`src/hw/ufac_pkg.sv`:
```
`default_nettype none
package ufac_pkg;
  localparam logic [7:0]  FCTL_ADDR      = 8'hd1;
  localparam logic [7:0]  FCTL_RESET     = 8'h00;
  localparam int          FCTL_KEY_LSB   = 4;
  localparam int          FCTL_MAP_BIT   = 3;
  localparam int          FCTL_MODE_LSB  = 1;
  localparam int          FCTL_BUSY_BIT  = 0;
  localparam logic [3:0]  KEY_ARM        = 4'h5;
  localparam logic [3:0]  KEY_FIRE       = 4'ha;
  localparam logic [7:0]  CFG_ERASED     = 8'hff;
  localparam int          CFG_SPEED_BIT  = 7;
  localparam int          CFG_JUMP_BIT   = 6;
  localparam int          CFG_LOCK_MSB   = 2;
  localparam logic [2:0]  LOCK_OPEN      = 3'h7;
  localparam logic [15:0] VEC_USER       = 16'h0000;
  localparam logic [15:0] VEC_BOOT       = 16'hf800;
  localparam logic [15:0] EXTRA_ROW_BASE      = 16'hff80;
  localparam logic [15:0] CFG_CODE_ADDR  = 16'h0000;
  localparam logic [7:0]  READ_BLANK     = 8'hff;
  localparam int          PAGE_BYTES     = 128;
  localparam int          PAGE_AW        = 7;
  localparam logic [6:0]  CFG_BUF_INDEX  = 7'h00;
  localparam int          CLK_PER_MC_X1  = 12;
  localparam int          CLK_PER_MC_X2  = 6;

  typedef enum logic [1:0] {
    MODE_USER,
    MODE_EXTRA_ROW,
    MODE_CFG,
    MODE_BUF_RESET
  } ufac_mode_t;

  typedef enum logic [1:0] {
    REGION_USER,
    REGION_BOOT,
    REGION_EXT,
    REGION_NONE
  } ufac_region_t;
endpackage : ufac_pkg
`default_nettype wire

```
`src/hw/ufac_page_buffer.sv`:
```
`default_nettype none
module ufac_page_buffer (
  input  wire logic                       clk,
  input  wire logic                       rst_n,
  input  wire logic                       wr_en,
  input  wire logic [ufac_pkg::PAGE_AW-1:0] wr_addr,
  input  wire logic [7:0]                 wr_data,
  input  wire logic                       clr,
  input  wire logic [ufac_pkg::PAGE_AW-1:0] rd_addr,
  output logic      [7:0]                 rd_data_q,
  output logic                            rd_written_q
);
  import ufac_pkg::*;

  // Cells carry no reset; the written mask tells the array which bytes to commit.
  logic [7:0]            mem [PAGE_BYTES];
  logic [PAGE_BYTES-1:0] written_q;

  always_ff @(posedge clk) begin
    if (wr_en) begin
      mem[wr_addr] <= wr_data;
    end
  end

  // A load in the clearing cycle survives the clear, so a late clear never drops a fresh byte.
  always_ff @(posedge clk) begin
    if (!rst_n) begin
      written_q <= '0;
    end else begin
      if (clr) begin
        written_q <= '0;
      end
      if (wr_en) begin
        written_q[wr_addr] <= 1'b1;
      end
    end
  end

  always_ff @(posedge clk) begin
    if (!rst_n) begin
      rd_data_q    <= 8'h00;
      rd_written_q <= 1'b0;
    end else begin
      rd_data_q    <= mem[rd_addr];
      rd_written_q <= written_q[rd_addr];
    end
  end
endmodule : ufac_page_buffer
`default_nettype wire

```
`src/hw/ufac_launch_key.sv`:
```
`default_nettype none
module ufac_launch_key (
  input  wire logic       clk,
  input  wire logic       rst_n,
  input  wire logic       wr_en,
  input  wire logic [3:0] key,
  output logic            fire
);
  import ufac_pkg::*;

  logic armed_q;

  // Any write to the control register re-evaluates the arm state, so a stray value breaks the pair.
  always_ff @(posedge clk) begin
    if (!rst_n) begin
      armed_q <= 1'b0;
    end else if (wr_en) begin
      armed_q <= (key == KEY_ARM);
    end
  end

  assign fire = wr_en && armed_q && (key == KEY_FIRE);
endmodule : ufac_launch_key
`default_nettype wire

```
`src/hw/ufac_ctrl.sv`:
```
`default_nettype none
//Contract
// RQ1: Programmed clock-speed bit gives double speed, six clocks per cycle, after reset.
// RQ2: Unprogrammed clock-speed bit gives standard single speed after reset.
// RQ3: Unprogrammed boot-jump bit: boot map cleared, start at 0000h at reset.
// RQ4: Programmed boot-jump bit: boot map set, start at F800h at reset.
// RQ5: Three lock bits are changed only by the external programmer.
// RQ6: One 128-byte page buffer belongs to the user flash block.
// RQ7: Page buffer stages data for user array, extra row and config byte.
// RQ8: Page buffer is write-only to software.
// RQ9: User flash programming works only from boot flash; otherwise no effect.
// RQ10: Boot flash is never programmed by software.
// RQ11: User code reads user flash, loads buffer; boot code also programs, reads boot.
// RQ12: External code never loads or programs; user reads follow lock bits.
// RQ13: Launch needs key 5 then key A; mode field picks operation.
// RQ14: Map bit set routes data writes into page buffer.
// RQ15: Map bit clear lets data writes reach external data memory.
// RQ16: Control registers map buffer, config byte and extra row into spaces.
// RQ17: Control register resets to all zeros.
// RQ18: Mode field selects code read view: user, extra row, config, buffer reset.
// RQ19: Write address bits 6:0 pick byte, 15:7 pick page.
// RQ20: Map bit overrides the external RAM select.
// RQ21: Software changes only upper config nibble; lower nibble by parallel hardware.
// RQ22: Busy bit reads 1 during programming, hardware clears it, writes ignored.
// RQ23: Software polls busy before reloading buffer or launching again.
module ufac_ctrl (
  input  wire logic                  clk,
  input  wire logic                  rst_n,
  input  wire logic                  por_n,
  input  wire ufac_pkg::ufac_region_t exec_region,
  input  wire logic                  sfr_wr_en,
  input  wire logic                  sfr_rd_en,
  input  wire logic [7:0]            sfr_addr,
  input  wire logic [7:0]            sfr_wdata,
  output logic      [7:0]            sfr_rdata_q,
  input  wire logic                  xdata_wr_en,
  input  wire logic [15:0]           xdata_addr,
  input  wire logic [7:0]            xdata_wdata,
  input  wire logic                  external_ram_select,
  output logic                       xram_wr_en,
  output logic                       eram_wr_en,
  input  wire logic                  code_rd_en,
  input  wire logic [15:0]           code_addr,
  output logic      [7:0]            code_rdata_q,
  output logic                       code_rd_valid_q,
  output logic                       code_rd_blocked_q,
  output logic                       arr_rd_en,
  output logic                       arr_rd_extra_row,
  output logic      [15:0]           arr_rd_addr,
  input  wire logic [7:0]            arr_rd_data,
  output logic                       arr_prog_req_q,
  output logic                       arr_prog_extra_row_q,
  output logic      [8:0]            arr_prog_page_q,
  input  wire logic [6:0]            arr_buf_addr,
  output logic      [7:0]            arr_buf_data_q,
  output logic                       arr_buf_written_q,
  input  wire logic                  arr_done,
  input  wire logic                  par_cfg_wr_en,
  input  wire logic [7:0]            par_cfg_wdata,
  output logic                       double_speed_select_q,
  output logic      [3:0]            clocks_per_cycle_q,
  output logic                       boot_region_map_q,
  output logic      [15:0]           reset_vector_q,
  output logic      [2:0]            general_lock_bits
);
  import ufac_pkg::*;

  typedef enum logic [1:0] {
    ST_IDLE,
    ST_PROG,
    ST_CFG_RD,
    ST_CFG_WR
  } ufac_state_t;

  ufac_state_t state_q;
  logic [3:0]  key_q;
  logic        map_bit_q;
  ufac_mode_t  mode_q;
  logic        busy_q;
  logic [7:0]  cfg_q;
  logic [8:0]  page_q;
  logic        fctl_wr;
  logic        fire;
  logic        launch_ok;
  logic        buf_load;
  logic        buf_clr;
  logic [6:0]  buf_rd_addr;
  logic [7:0]  buf_rd_data;
  logic        buf_rd_written;
  logic        boot_read;
  logic        read_blocked;
  logic [7:0]  code_data_d;

  assign fctl_wr           = sfr_wr_en && (sfr_addr == FCTL_ADDR);
  assign general_lock_bits = cfg_q[CFG_LOCK_MSB:0];

  ufac_launch_key u_key (
    .clk   (clk),
    .rst_n (rst_n),
    .wr_en (fctl_wr),
    .key   (sfr_wdata[FCTL_KEY_LSB +: 4]),
    .fire  (fire)
  );

  // A fired key pair from any region but boot flash, or while busy, is swallowed.
  assign launch_ok = fire && (exec_region == REGION_BOOT) && !busy_q; // RQ9 RQ13

  // Field writes land every time; the busy bit is owned by hardware.
  always_ff @(posedge clk) begin
    if (!rst_n) begin
      key_q     <= FCTL_RESET[7:4]; // RQ17
      map_bit_q <= FCTL_RESET[FCTL_MAP_BIT]; // RQ17
      mode_q    <= MODE_USER; // RQ17
    end else if (fctl_wr) begin
      key_q     <= sfr_wdata[FCTL_KEY_LSB +: 4];
      map_bit_q <= sfr_wdata[FCTL_MAP_BIT];
      mode_q    <= ufac_mode_t'(sfr_wdata[FCTL_MODE_LSB +: 2]);
    end
  end

  always_ff @(posedge clk) begin
    if (!rst_n) begin
      sfr_rdata_q <= 8'h00;
    end else if (sfr_rd_en && sfr_addr == FCTL_ADDR) begin
      sfr_rdata_q <= {key_q, map_bit_q, mode_q, busy_q}; // RQ22
    end else begin
      sfr_rdata_q <= 8'h00;
    end
  end

  // Data writes: the map bit wins over the external RAM select.
  assign buf_load   = xdata_wr_en && map_bit_q && (exec_region == REGION_USER ||
                      exec_region == REGION_BOOT); // RQ11 RQ12 RQ14 RQ20
  assign xram_wr_en = xdata_wr_en && !map_bit_q && external_ram_select; // RQ15 RQ20
  assign eram_wr_en = xdata_wr_en && !map_bit_q && !external_ram_select; // RQ15

  // The page latched is the one of the last loaded byte.
  always_ff @(posedge clk) begin
    if (!rst_n) begin
      page_q <= 9'h000;
    end else if (buf_load) begin
      page_q <= xdata_addr[15:7]; // RQ19
    end
  end

  // Programming modes clear at launch; the config commit still needs byte 0, so it clears after reading it.
  assign buf_clr     = (launch_ok && mode_q != MODE_CFG) || state_q == ST_CFG_WR; // RQ7 RQ13 RQ18
  assign buf_rd_addr = (state_q == ST_CFG_RD) ? CFG_BUF_INDEX : arr_buf_addr;

  // Only the config commit reads this buffer, the array reads the snapshot; no software path exists.
  ufac_page_buffer u_buf (
    .clk          (clk),
    .rst_n        (rst_n),
    .wr_en        (buf_load),
    .wr_addr      (xdata_addr[6:0]),
    .wr_data      (xdata_wdata),
    .clr          (buf_clr),
    .rd_addr      (buf_rd_addr),
    .rd_data_q    (buf_rd_data),
    .rd_written_q (buf_rd_written)
  ); // RQ6 RQ7 RQ8 RQ19

  // The buffer is cleared at the same edge the array is asked to program, so the array
  // must take its bytes from a copy made before; a committed snapshot is held here.
  // Loads that arrive while busy are kept out of it, so the page in flight never changes.
  logic snap_load;
  logic snap_clr;

  assign snap_load = buf_load && state_q == ST_IDLE;
  assign snap_clr  = (state_q == ST_PROG && arr_done) ||
                     (launch_ok && (mode_q == MODE_BUF_RESET || mode_q == MODE_CFG));

  ufac_page_buffer u_snap (
    .clk          (clk),
    .rst_n        (rst_n),
    .wr_en        (snap_load),
    .wr_addr      (xdata_addr[6:0]),
    .wr_data      (xdata_wdata),
    .clr          (snap_clr),
    .rd_addr      (arr_buf_addr),
    .rd_data_q    (arr_buf_data_q),
    .rd_written_q (arr_buf_written_q)
  ); // RQ7

  always_ff @(posedge clk) begin
    if (!rst_n) begin
      state_q <= ST_IDLE;
    end else begin
      case (state_q)
        ST_IDLE: begin
          if (launch_ok && (mode_q == MODE_USER || mode_q == MODE_EXTRA_ROW)) begin
            state_q <= ST_PROG;
          end else if (launch_ok && mode_q == MODE_CFG) begin
            state_q <= ST_CFG_RD;
          end
        end
        ST_PROG: begin
          if (arr_done) begin
            state_q <= ST_IDLE;
          end
        end
        ST_CFG_RD: state_q <= ST_CFG_WR;
        ST_CFG_WR: state_q <= ST_IDLE;
        default:   state_q <= ST_IDLE;
      endcase
    end
  end

  // Busy covers the programming wait; a buffer reset completes within the launch cycle.
  always_ff @(posedge clk) begin
    if (!rst_n) begin
      busy_q <= FCTL_RESET[FCTL_BUSY_BIT]; // RQ17
    end else if (launch_ok && mode_q != MODE_BUF_RESET) begin
      busy_q <= 1'b1; // RQ22
    end else if ((state_q == ST_PROG && arr_done) || state_q == ST_CFG_WR) begin
      busy_q <= 1'b0; // RQ22
    end
  end

  always_ff @(posedge clk) begin
    if (!rst_n) begin
      arr_prog_req_q  <= 1'b0;
      arr_prog_extra_row_q <= 1'b0;
      arr_prog_page_q <= 9'h000;
    end else if (launch_ok && (mode_q == MODE_USER || mode_q == MODE_EXTRA_ROW)) begin
      arr_prog_req_q  <= 1'b1; // RQ9 RQ10
      arr_prog_extra_row_q <= (mode_q == MODE_EXTRA_ROW);
      arr_prog_page_q <= page_q; // RQ19
    end else if (arr_done) begin
      arr_prog_req_q  <= 1'b0;
    end
  end

  // Nonvolatile byte: survives core resets, erased only at power-on.
  always_ff @(posedge clk) begin
    if (!por_n) begin
      cfg_q <= CFG_ERASED;
    end else if (par_cfg_wr_en) begin
      cfg_q <= par_cfg_wdata; // RQ5 RQ21
    end else if (state_q == ST_CFG_WR && buf_rd_written) begin
      cfg_q <= {buf_rd_data[7:4], cfg_q[3:0]}; // RQ5 RQ21
    end
  end

  // Sampled throughout reset so the level at release is what the core sees.
  always_ff @(posedge clk) begin
    if (!rst_n) begin
      double_speed_select_q <= !cfg_q[CFG_SPEED_BIT]; // RQ1 RQ2
      clocks_per_cycle_q    <= cfg_q[CFG_SPEED_BIT] ? 4'(CLK_PER_MC_X1) : 4'(CLK_PER_MC_X2); // RQ1 RQ2
      boot_region_map_q     <= !cfg_q[CFG_JUMP_BIT]; // RQ3 RQ4
      reset_vector_q        <= cfg_q[CFG_JUMP_BIT] ? VEC_USER : VEC_BOOT; // RQ3 RQ4
    end
  end

  // Boot flash is visible only while mapped, and only to boot code while the mode field selects user mode.
  assign boot_read    = boot_region_map_q && (code_addr >= VEC_BOOT) && mode_q == MODE_USER;
  assign read_blocked = (boot_read && exec_region != REGION_BOOT) ||
                        (exec_region == REGION_EXT && general_lock_bits != LOCK_OPEN); // RQ11 RQ12

  assign arr_rd_en   = code_rd_en && !read_blocked && mode_q != MODE_CFG;
  assign arr_rd_extra_row = (mode_q == MODE_EXTRA_ROW); // RQ16 RQ18
  assign arr_rd_addr = code_addr;

  always_comb begin
    code_data_d = READ_BLANK;
    case (mode_q)
      MODE_USER, MODE_BUF_RESET: code_data_d = arr_rd_data; // RQ18
      MODE_EXTRA_ROW: code_data_d = (code_addr >= EXTRA_ROW_BASE) ? arr_rd_data : READ_BLANK; // RQ18
      MODE_CFG:  code_data_d = (code_addr == CFG_CODE_ADDR) ? cfg_q : READ_BLANK; // RQ16 RQ18
      default:   code_data_d = READ_BLANK;
    endcase
  end

  always_ff @(posedge clk) begin
    if (!rst_n) begin
      code_rdata_q      <= 8'h00;
      code_rd_valid_q   <= 1'b0;
      code_rd_blocked_q <= 1'b0;
    end else begin
      code_rd_valid_q   <= code_rd_en;
      code_rd_blocked_q <= code_rd_en && read_blocked;
      if (code_rd_en) begin
        code_rdata_q <= read_blocked ? READ_BLANK : code_data_d;
      end
    end
  end

  chk_busy_on_launch: assert property (@(posedge clk) disable iff (!rst_n) // RQ22
    launch_ok && mode_q != MODE_BUF_RESET |=> busy_q)
    else $error("busy did not rise after launch");

  chk_no_prog_outside: assert property (@(posedge clk) disable iff (!rst_n) // RQ9
    $rose(arr_prog_req_q) |-> $past(exec_region) == REGION_BOOT)
    else $error("programming started outside boot flash");

  chk_key_pair: assert property (@(posedge clk) disable iff (!rst_n) // RQ13
    $rose(busy_q) |-> $past(fctl_wr) && $past(sfr_wdata[7:4]) == KEY_FIRE && $past(key_q) == KEY_ARM)
    else $error("launch without 5 then A");

  chk_map_route: assert property (@(posedge clk) disable iff (!rst_n) // RQ14
    xdata_wr_en && map_bit_q |-> !xram_wr_en && !eram_wr_en)
    else $error("mapped write leaked to data memory");

  chk_ext_no_load: assert property (@(posedge clk) disable iff (!rst_n) // RQ12
    exec_region == REGION_EXT |-> !buf_load)
    else $error("external code loaded the buffer");

  chk_busy_clears: assert property (@(posedge clk) disable iff (!rst_n) // RQ22
    state_q == ST_PROG && arr_done |=> !busy_q && state_q == ST_IDLE)
    else $error("busy not cleared on completion");

  chk_reset_zero: assert property (@(posedge clk) // RQ17
    !rst_n |=> {key_q, map_bit_q, mode_q, busy_q} == FCTL_RESET)
    else $error("control register not zero after reset");

  chk_cfg_low_kept: assert property (@(posedge clk) disable iff (!rst_n) // RQ21
    !par_cfg_wr_en && por_n |=> cfg_q[3:0] == $past(cfg_q[3:0]))
    else $error("lower config nibble changed by software");

  chk_vector_pick: assert property (@(posedge clk) // RQ3 RQ4
    !rst_n ##1 rst_n |-> reset_vector_q == ($past(cfg_q[CFG_JUMP_BIT]) ? VEC_USER : VEC_BOOT) &&
      boot_region_map_q == !$past(cfg_q[CFG_JUMP_BIT]))
    else $error("reset vector does not match boot jump bit");

  chk_speed_pick: assert property (@(posedge clk) // RQ1 RQ2
    !rst_n ##1 rst_n |-> double_speed_select_q == !$past(cfg_q[CFG_SPEED_BIT]) &&
      clocks_per_cycle_q == ($past(cfg_q[CFG_SPEED_BIT]) ? 4'(CLK_PER_MC_X1) : 4'(CLK_PER_MC_X2)))
    else $error("clock speed does not match config byte");

  chk_cfg_commit: assert property (@(posedge clk) disable iff (!rst_n) // RQ7 RQ21
    state_q == ST_CFG_WR && buf_rd_written && !par_cfg_wr_en && por_n |=> cfg_q[7:4] == $past(buf_rd_data[7:4]))
    else $error("config byte commit lost");

  chk_buf_reset_quiet: assert property (@(posedge clk) disable iff (!rst_n) // RQ18
    launch_ok && mode_q == MODE_BUF_RESET |=> !busy_q && state_q == ST_IDLE && !arr_prog_req_q)
    else $error("buffer reset started an operation");

  chk_blocked_blank: assert property (@(posedge clk) disable iff (!rst_n) // RQ11 RQ12
    code_rd_en && read_blocked |=> code_rd_blocked_q && code_rdata_q == READ_BLANK)
    else $error("blocked read returned data");

  chk_busy_sw_proof: assert property (@(posedge clk) disable iff (!rst_n) // RQ22
    fctl_wr && !launch_ok && !busy_q |=> !busy_q)
    else $error("software write changed the busy bit");

  chk_unmapped_route: assert property (@(posedge clk) disable iff (!rst_n) // RQ15 RQ20
    xdata_wr_en && !map_bit_q |-> !buf_load && xram_wr_en == external_ram_select &&
      eram_wr_en == !external_ram_select)
    else $error("unmapped write misrouted");
endmodule : ufac_ctrl
`default_nettype wire

```
`config.mk`:
```
export PLATFORM = sky130hd
export DESIGN_NAME = ufac_ctrl
export DESIGN_NICKNAME = d
export VERILOG_FILES = /design/src/hw/ufac_pkg.sv /design/src/hw/ufac_page_buffer.sv /design/src/hw/ufac_launch_key.sv /design/src/hw/ufac_ctrl.sv
export SDC_FILE = /design/constraint.sdc
export NUM_CORES = 2
export LEC_CHECK = 0
export ABC_AREA = 1
export BUFFER_PORTS_ARGS = -buffer_cell sky130_fd_sc_hd__clkbuf_2
export CAP_MARGIN = 25
export CORE_ASPECT_RATIO = 0.9
export CORE_MARGIN = 8
export CORE_UTILIZATION = 50
export CTS_BUF_LIST = sky130_fd_sc_hd__clkbuf_16
export CTS_CLUSTER_SIZE = 25
export DETAILED_ROUTE_END_ITERATION = 8
export PLACE_DENSITY = 0.66
export SYNTH_ARGS = -nofsm -noshare
export SYNTH_HDL_FRONTEND = slang
export SYNTH_SLANG_ARGS = --single-unit
```
`constraint.sdc`:
```
create_clock -name clk -period 5.8 [get_ports clk]
set_clock_uncertainty 0.2 [all_clocks]
set_input_delay 0.29 -clock clk [delete_from_list [all_inputs] [get_ports clk]]
set_output_delay 0.29 -clock clk [all_outputs]
set_load 0.01 [all_outputs]
```
# Word-level counts from Yosys, hierarchy flattened
# Memories as Yosys holds them, arrays and structs flattened. A register that Yosys moved wholly into a read port is not among the register bits.
# Cells that the tools add are included.
op_classes:
  eq_ne: 17
  bitwise: 2
  mux: 33
  reduce_logical: 52
  n_lt_le_gt_ge: 6
ops:
  columns: ["cell", "count"]
  rows:
  - ["$mux W128", 6]
  - ["$or A128 B128 Y128", 2]
  - ["$mux W8", 5]
  - ["$ge A16 B16 Y1 const B", 2]
  - ["$logic_and A1 B1 Y1", 27]
  - ["$lt A7 B8 Y1 const B", 3]
  - ["$pmux W8 S3", 1]
  - ["$logic_not A16 Y1", 1]
  - ["$mux W16", 1]
  - ["$bmux W1 S7", 2]
  - ["$mux W1", 11]
  - ["$eq A2 B2 Y1 const B", 5]
  - ["$eq A8 B8 Y1 const B", 1]
  - ["$logic_not A1 Y1", 8]
  - ["$pmux W2 S4", 1]
  - ["$demux W1 S7", 1]
  - ["$ge A7 B1 Y1 const B", 1]
  - ["$logic_or A1 B1 Y1", 7]
  - ["$mux W7", 1]
  - ["$eq A2 B1 Y1 const B", 3]
  - ["$logic_not A2 Y1", 3]
  - ["$mux W2", 3]
  - ["$ne A2 B2 Y1 const B", 3]
  - ["$reduce_bool A2 Y1", 3]
  - ["8 further kinds", 9]
totals:
  ramBits: 2048
  memories: 2
  output_inout_bits: 83
  in_bits: 91
  register_bits: 337
mem_list:
  columns: ["name", "words", "word_bits", "rd", "rd_clocked_by_memory_dff", "wr", "line", "source"]
  rows:
  - ["u_buf.mem", 128, 8, 1, 1, 1, "ufac_page_buffer.sv:16", "logic [7:0] mem [PAGE_BYTES];"]
  - ["u_snap.mem", 128, 8, 1, 1, 1, "ufac_page_buffer.sv:16", null]

# Depth between registers and ports, before layout
logic_depth:
  depth_word: 12
  depth_mapped: 16
  depth_no_buf: 14

# Hierarchy
# A second synthesis with hierarchy kept.
unflattened:
  hier_cells: 9045
  area_unflattened_um2: 98161.6
by_module_without_submodules:
  columns: ["mod", "area_per_inst_um2", "cells_per_inst", "seq_area_each_um2", "instances"]
  rows:
  - ["ufac_page_buffer", 47558.1, 4309, 33492.1, 2]
  - ["ufac_ctrl", 2980.4, 416, 1211.2, 1]
  - ["ufac_launch_key", 65.1, 11, 20.0, 1]

# Worst setup path before layout
# Ideal clock, no wire load.
synth_path:
  path_kind: "reg-to-reg"
  start: "reg map_bit_q"
  end: "mem u_snap.mem[81][0], enable pin"
  required_ps: 5226
  synth_period_minus_slack_ps: 2415
  slack_ps: 3385
  setup_time_ps: 374
  path_stages_with_launch: 11
  path_buffers: 2
  arrival_time_ps: 1842
  cell_sequence: "dfxtp_1 inv_2 nor3_2 inv_2 buf_6 nor2_1 inv_1 buf_2 nor2_1 inv_1 nor2_1"
synth_via:
  elab_chain_len: 5
synth_lines:
  columns: ["element", "line", "source"]
  rows:
  - ["start, declared", "ufac_ctrl.sv:77", "logic map_bit_q;"]
  - ["start signal, assigned", "ufac_ctrl.sv:112", "map_bit_q <= FCTL_RESET[FCTL_MAP_BIT];"]
  - ["start signal, assigned", "ufac_ctrl.sv:116", "map_bit_q <= sfr_wdata[FCTL_MAP_BIT];"]
  - ["$logic_and A1 B1 Y1 (2 in series)", "ufac_ctrl.sv:132", "assign buf_load = xdata_wr_en && map_bit_q && (exec_region == REGION_USER ||"]
  - ["$logic_and A1 B1 Y1", "ufac_ctrl.sv:169", "assign snap_load = buf_load && state_q == ST_IDLE;"]
  - ["$mux W1", "ufac_page_buffer.sv:20", "if (wr_en) begin"]
  - ["$mux W1 (not written as such)", "ufac_page_buffer.sv:21", "mem[wr_addr] <= wr_data;"]
  - ["end, declared", "ufac_page_buffer.sv:16", null]
# No other way between the ends.

# Final worst setup path
layout_path:
  start: "reg map_bit_q"
  end: "mem u_snap.mem[94][5], enable pin"
# The elaborated chain is that of the path after synthesis.

==> run metrics <==
Combinational Power Share 6.3%; post-synthesis compound-gate area fraction 6.818%; count leader, synth edfxtp_1; worst vdd ir between 0.0003 and 0.0004 V; max-slew violations 0; Initial Util 50.20%; Slew @ Worst Pin 1.100 ns; vias after detailed routing 56333; root buf cell clkbuf_16; initial DRC count 6783; sequential share of the synthesized area roughly two thirds; area share of and/or/nand/nor cells after synthesis 19.28%; internal power 21.00 mW; CTS tree built; clock sink total 1866; Pwr per Cell Area 312.2 nW/um^2; Reg power frac 53.2%; Non-Filler Instances 9951; EDFF count, synth 1539; CP Cell Sequence inv_2 -> nor3_2 -> inv_2 -> nor2_1 -> inv_1 -> buf_16 -> nor2_1 -> inv_1 -> nor2_1; synth unique cells 36; Slew HR 26.40%; first-pass GRT wire length 323.3 mm; final period utilization 71.64%; RSZ-0062 raised after global routing false; Crit Path Max Fanout 20; CTS buffer count roughly 180; Cell Area, Synth 78710 um^2; Clock power frac approximately two fifths; GP Congestion 0.8386; Setup violations, final 0; FMAX 240.7 MHz; Post-CTS Repair Setup Buffers 0; detailed-route wire length per cell 21.72 um; Mapped Cells 7658; die width 434.2 um; cell mode on critical path nor2_1; Final nets 7783; CP peak stage delay just over 0.8 ns; vias per std cell 5.661; max cap viols 0; Worst setup SP type register; synth cell count leaders 1539 x edfxtp_1, 1488 x nand2_1, 1074 x nand3_1, 762 x nor2_1, 711 x inv_1; die height 392.4 um; Top FF cell, synth edfxtp_1; pre-CTS worst setup slack 1.634 ns; worst-path cell with the longest stage delay nor2_1; Final WS setup between 1.5 and 2 ns; Tmin final around 4.2 ns; Worst-Skew Late Latency 0.81 ns; Hold Fails Final Rpt 0; clock tree buffer depth 3; worst path required time 6.02 ns; IO Pins 174; clock-pin slew on the worst setup and hold paths 0.07 ns; Antenna Violating Nets Remaining 0; Remaining DRCs 0; Post-Route WL 216.1 mm; vias in the first global route approximately 53000; total core area 156800 um^2; Post-Synth Adder-Cell Area 0.06359%; Lkg Pwr roughly 32 nW; synthesized area per cell 10.28 um^2; main combinational cell family by area after synthesis simple AND/OR/NAND/NOR gates; multiplexer share of the synthesized area 0%; setup_tns 0 ns; share of cells above drive strength 1 7.046%; gr usage total 24.52%; area leader, netlist edfxtp_1; Synth area leaders edfxtp_1 59%, dfxtp_1 8.3%, nand2_1 7.1%; area fraction of the dominant cell type after synthesis 58.72%; WP buf/inv 5; worst hold path class in2reg; DRT Pass-1 Iters 6; switching power share of the total 23.07%; WP data arrival 4.37 ns; critical path's top delay family simple AND/OR/NAND/NOR gates; DIE AREA 170400 um^2; gr ovfl total 0; P&R area growth vs syn 11.10%; Post-synth ARST share 0%; IO buf count 159; WS Path Type reg2reg; Yosys reg bits 1866; initial antenna violation count 2; largest net degree at the start of global routing about 200; hpwl dp 124.6 mm; Inst Count DP 9480; yosys warns 0; H-Tree Depth 4; Worst setup EP type register; switching power 6.299 mW; status complete, no violations; Synth Area in XOR/XNOR 0%; site row count roughly 140
==> power groups by stage <==
| stage | clock network, mW | registers, mW | logic, mW |
|---|---|---|---|
| after floorplan | 0 | 14.8 | 0.976 |
| after global placement | 0 | 14.8 | 1.63 |
| after detailed placement | 0 | 14.8 | 1.65 |
| after CTS | 11.2 | 14.5 | 1.70 |
| after global routing | 11.7 | 14.5 | 1.87 |
| final | 11.1 | 14.5 | 1.72 |
==> state kept, by name, summed over array words and instances (netlist names), 2 cells and up <==
signal / count
u_buf.mem: 512
u_snap.mem: 1024
code_rdata_q: 8
state_q: 2
mode_q: 2
u_snap.written_q: 128
cfg_q: 8
arr_prog_page_q: 9
clocks_per_cycle_q: 2
u_snap.rd_data_q: 8
sfr_rdata_q: 8
key_q: 4
u_buf.written_q: 128
u_buf.rd_data_q: 4
page_q: 9
==> per-stage QoR <==
stage | cell area (um^2) | power (mW) | hold slack [ns] | util, %
4_1_cts | 87260 | 27.40 | 0.01742 | 55.66
2_1_floorplan | 78750 | 15.78 | 0.1741 | -
5_1_grt | 87440 | 28.06 | 0.08435 | 55.77
3_5_place_dp | 80660 | 16.45 | 0.2292 | 51.45
3_3_place_gp | 80610 | 16.43 | 0.2166 | 51.42
6_report | 87440 | 27.30 | 0.04809 | 55.77
==> cells in the final DEF, fill, tap and decap left out, drive strengths merged <==
cell / instances
inv: 797
bufinv: 5
and3: 1
o21ai: 456
nand2: 1490
buf: 105
a31oi: 2
clkinv: 83
nor4: 9
conb: 13
o211ai: 32
dfxtp: 327
ha: 4
nor3: 7
nor2: 789
a21oi: 342
o311ai: 4
or2: 7
nand3: 1075
nand4: 5
o22ai: 171
dlygate4sd3: 108
nand3b: 131
clkbuf: 343
clkinvlp: 1
o21a: 2
edfxtp: 1539
diode: 3
==> logic make-up (layout without fill, tap and decap cells) <==
kind of cell / count (synthesis) / in the layout
AOI/OAI and AO/OA: 1009 / 1009
and+or+nand+nor: 3514 / 3514
DFF: 1866 / 1866
other: 2 / 16
adders and majority gates: 4 / 4
buffers and inverters: 1263 / 1442
==> final cells by class <==
type,instances,area (um^2)
Clock inverter,157,844.6
Antenna cell,3,7.507
Timing Repair Buffer,369,3039
Multi-Input combinational cell,4540,20720
Sequential cell,1866,52760
Fill cell,13240,69340
Tap cell,2100,2628
Clock buffer,187,4679
Inverter,729,2766
==> final timing paths <==
kind / to / slack [ns] / startpoint / depth (start not counted)
hold / removal: u_buf.mem[85][6] / 0.05 / xdata_wdata[6] / 1
hold reg to reg: sfr_rdata_q[7] / 0.24 / key_q[3] / 2
setup / recovery: u_snap.mem[94][5] / 1.64 / map_bit_q / 9
setup reg to reg: u_snap.mem[94][5] / 1.64 / map_bit_q / 9
==> layer usage <==
layer  wire length, um  global-route usage [%]  vias to the layer above
met5                 0                       0                        -
li1                  -                       -                    26064
met1             92210                   35.44                    27466
met2             98980                   38.34                     2470
met4              5168                   6.583                        0
met3             19770                   4.582                      333
==> timing repair <==
item	CTS	global route
hold endpoints to repair	468	0
gates resized for setup	0	0
hold buffers	108	0
(Power assumes the default switching activity.)
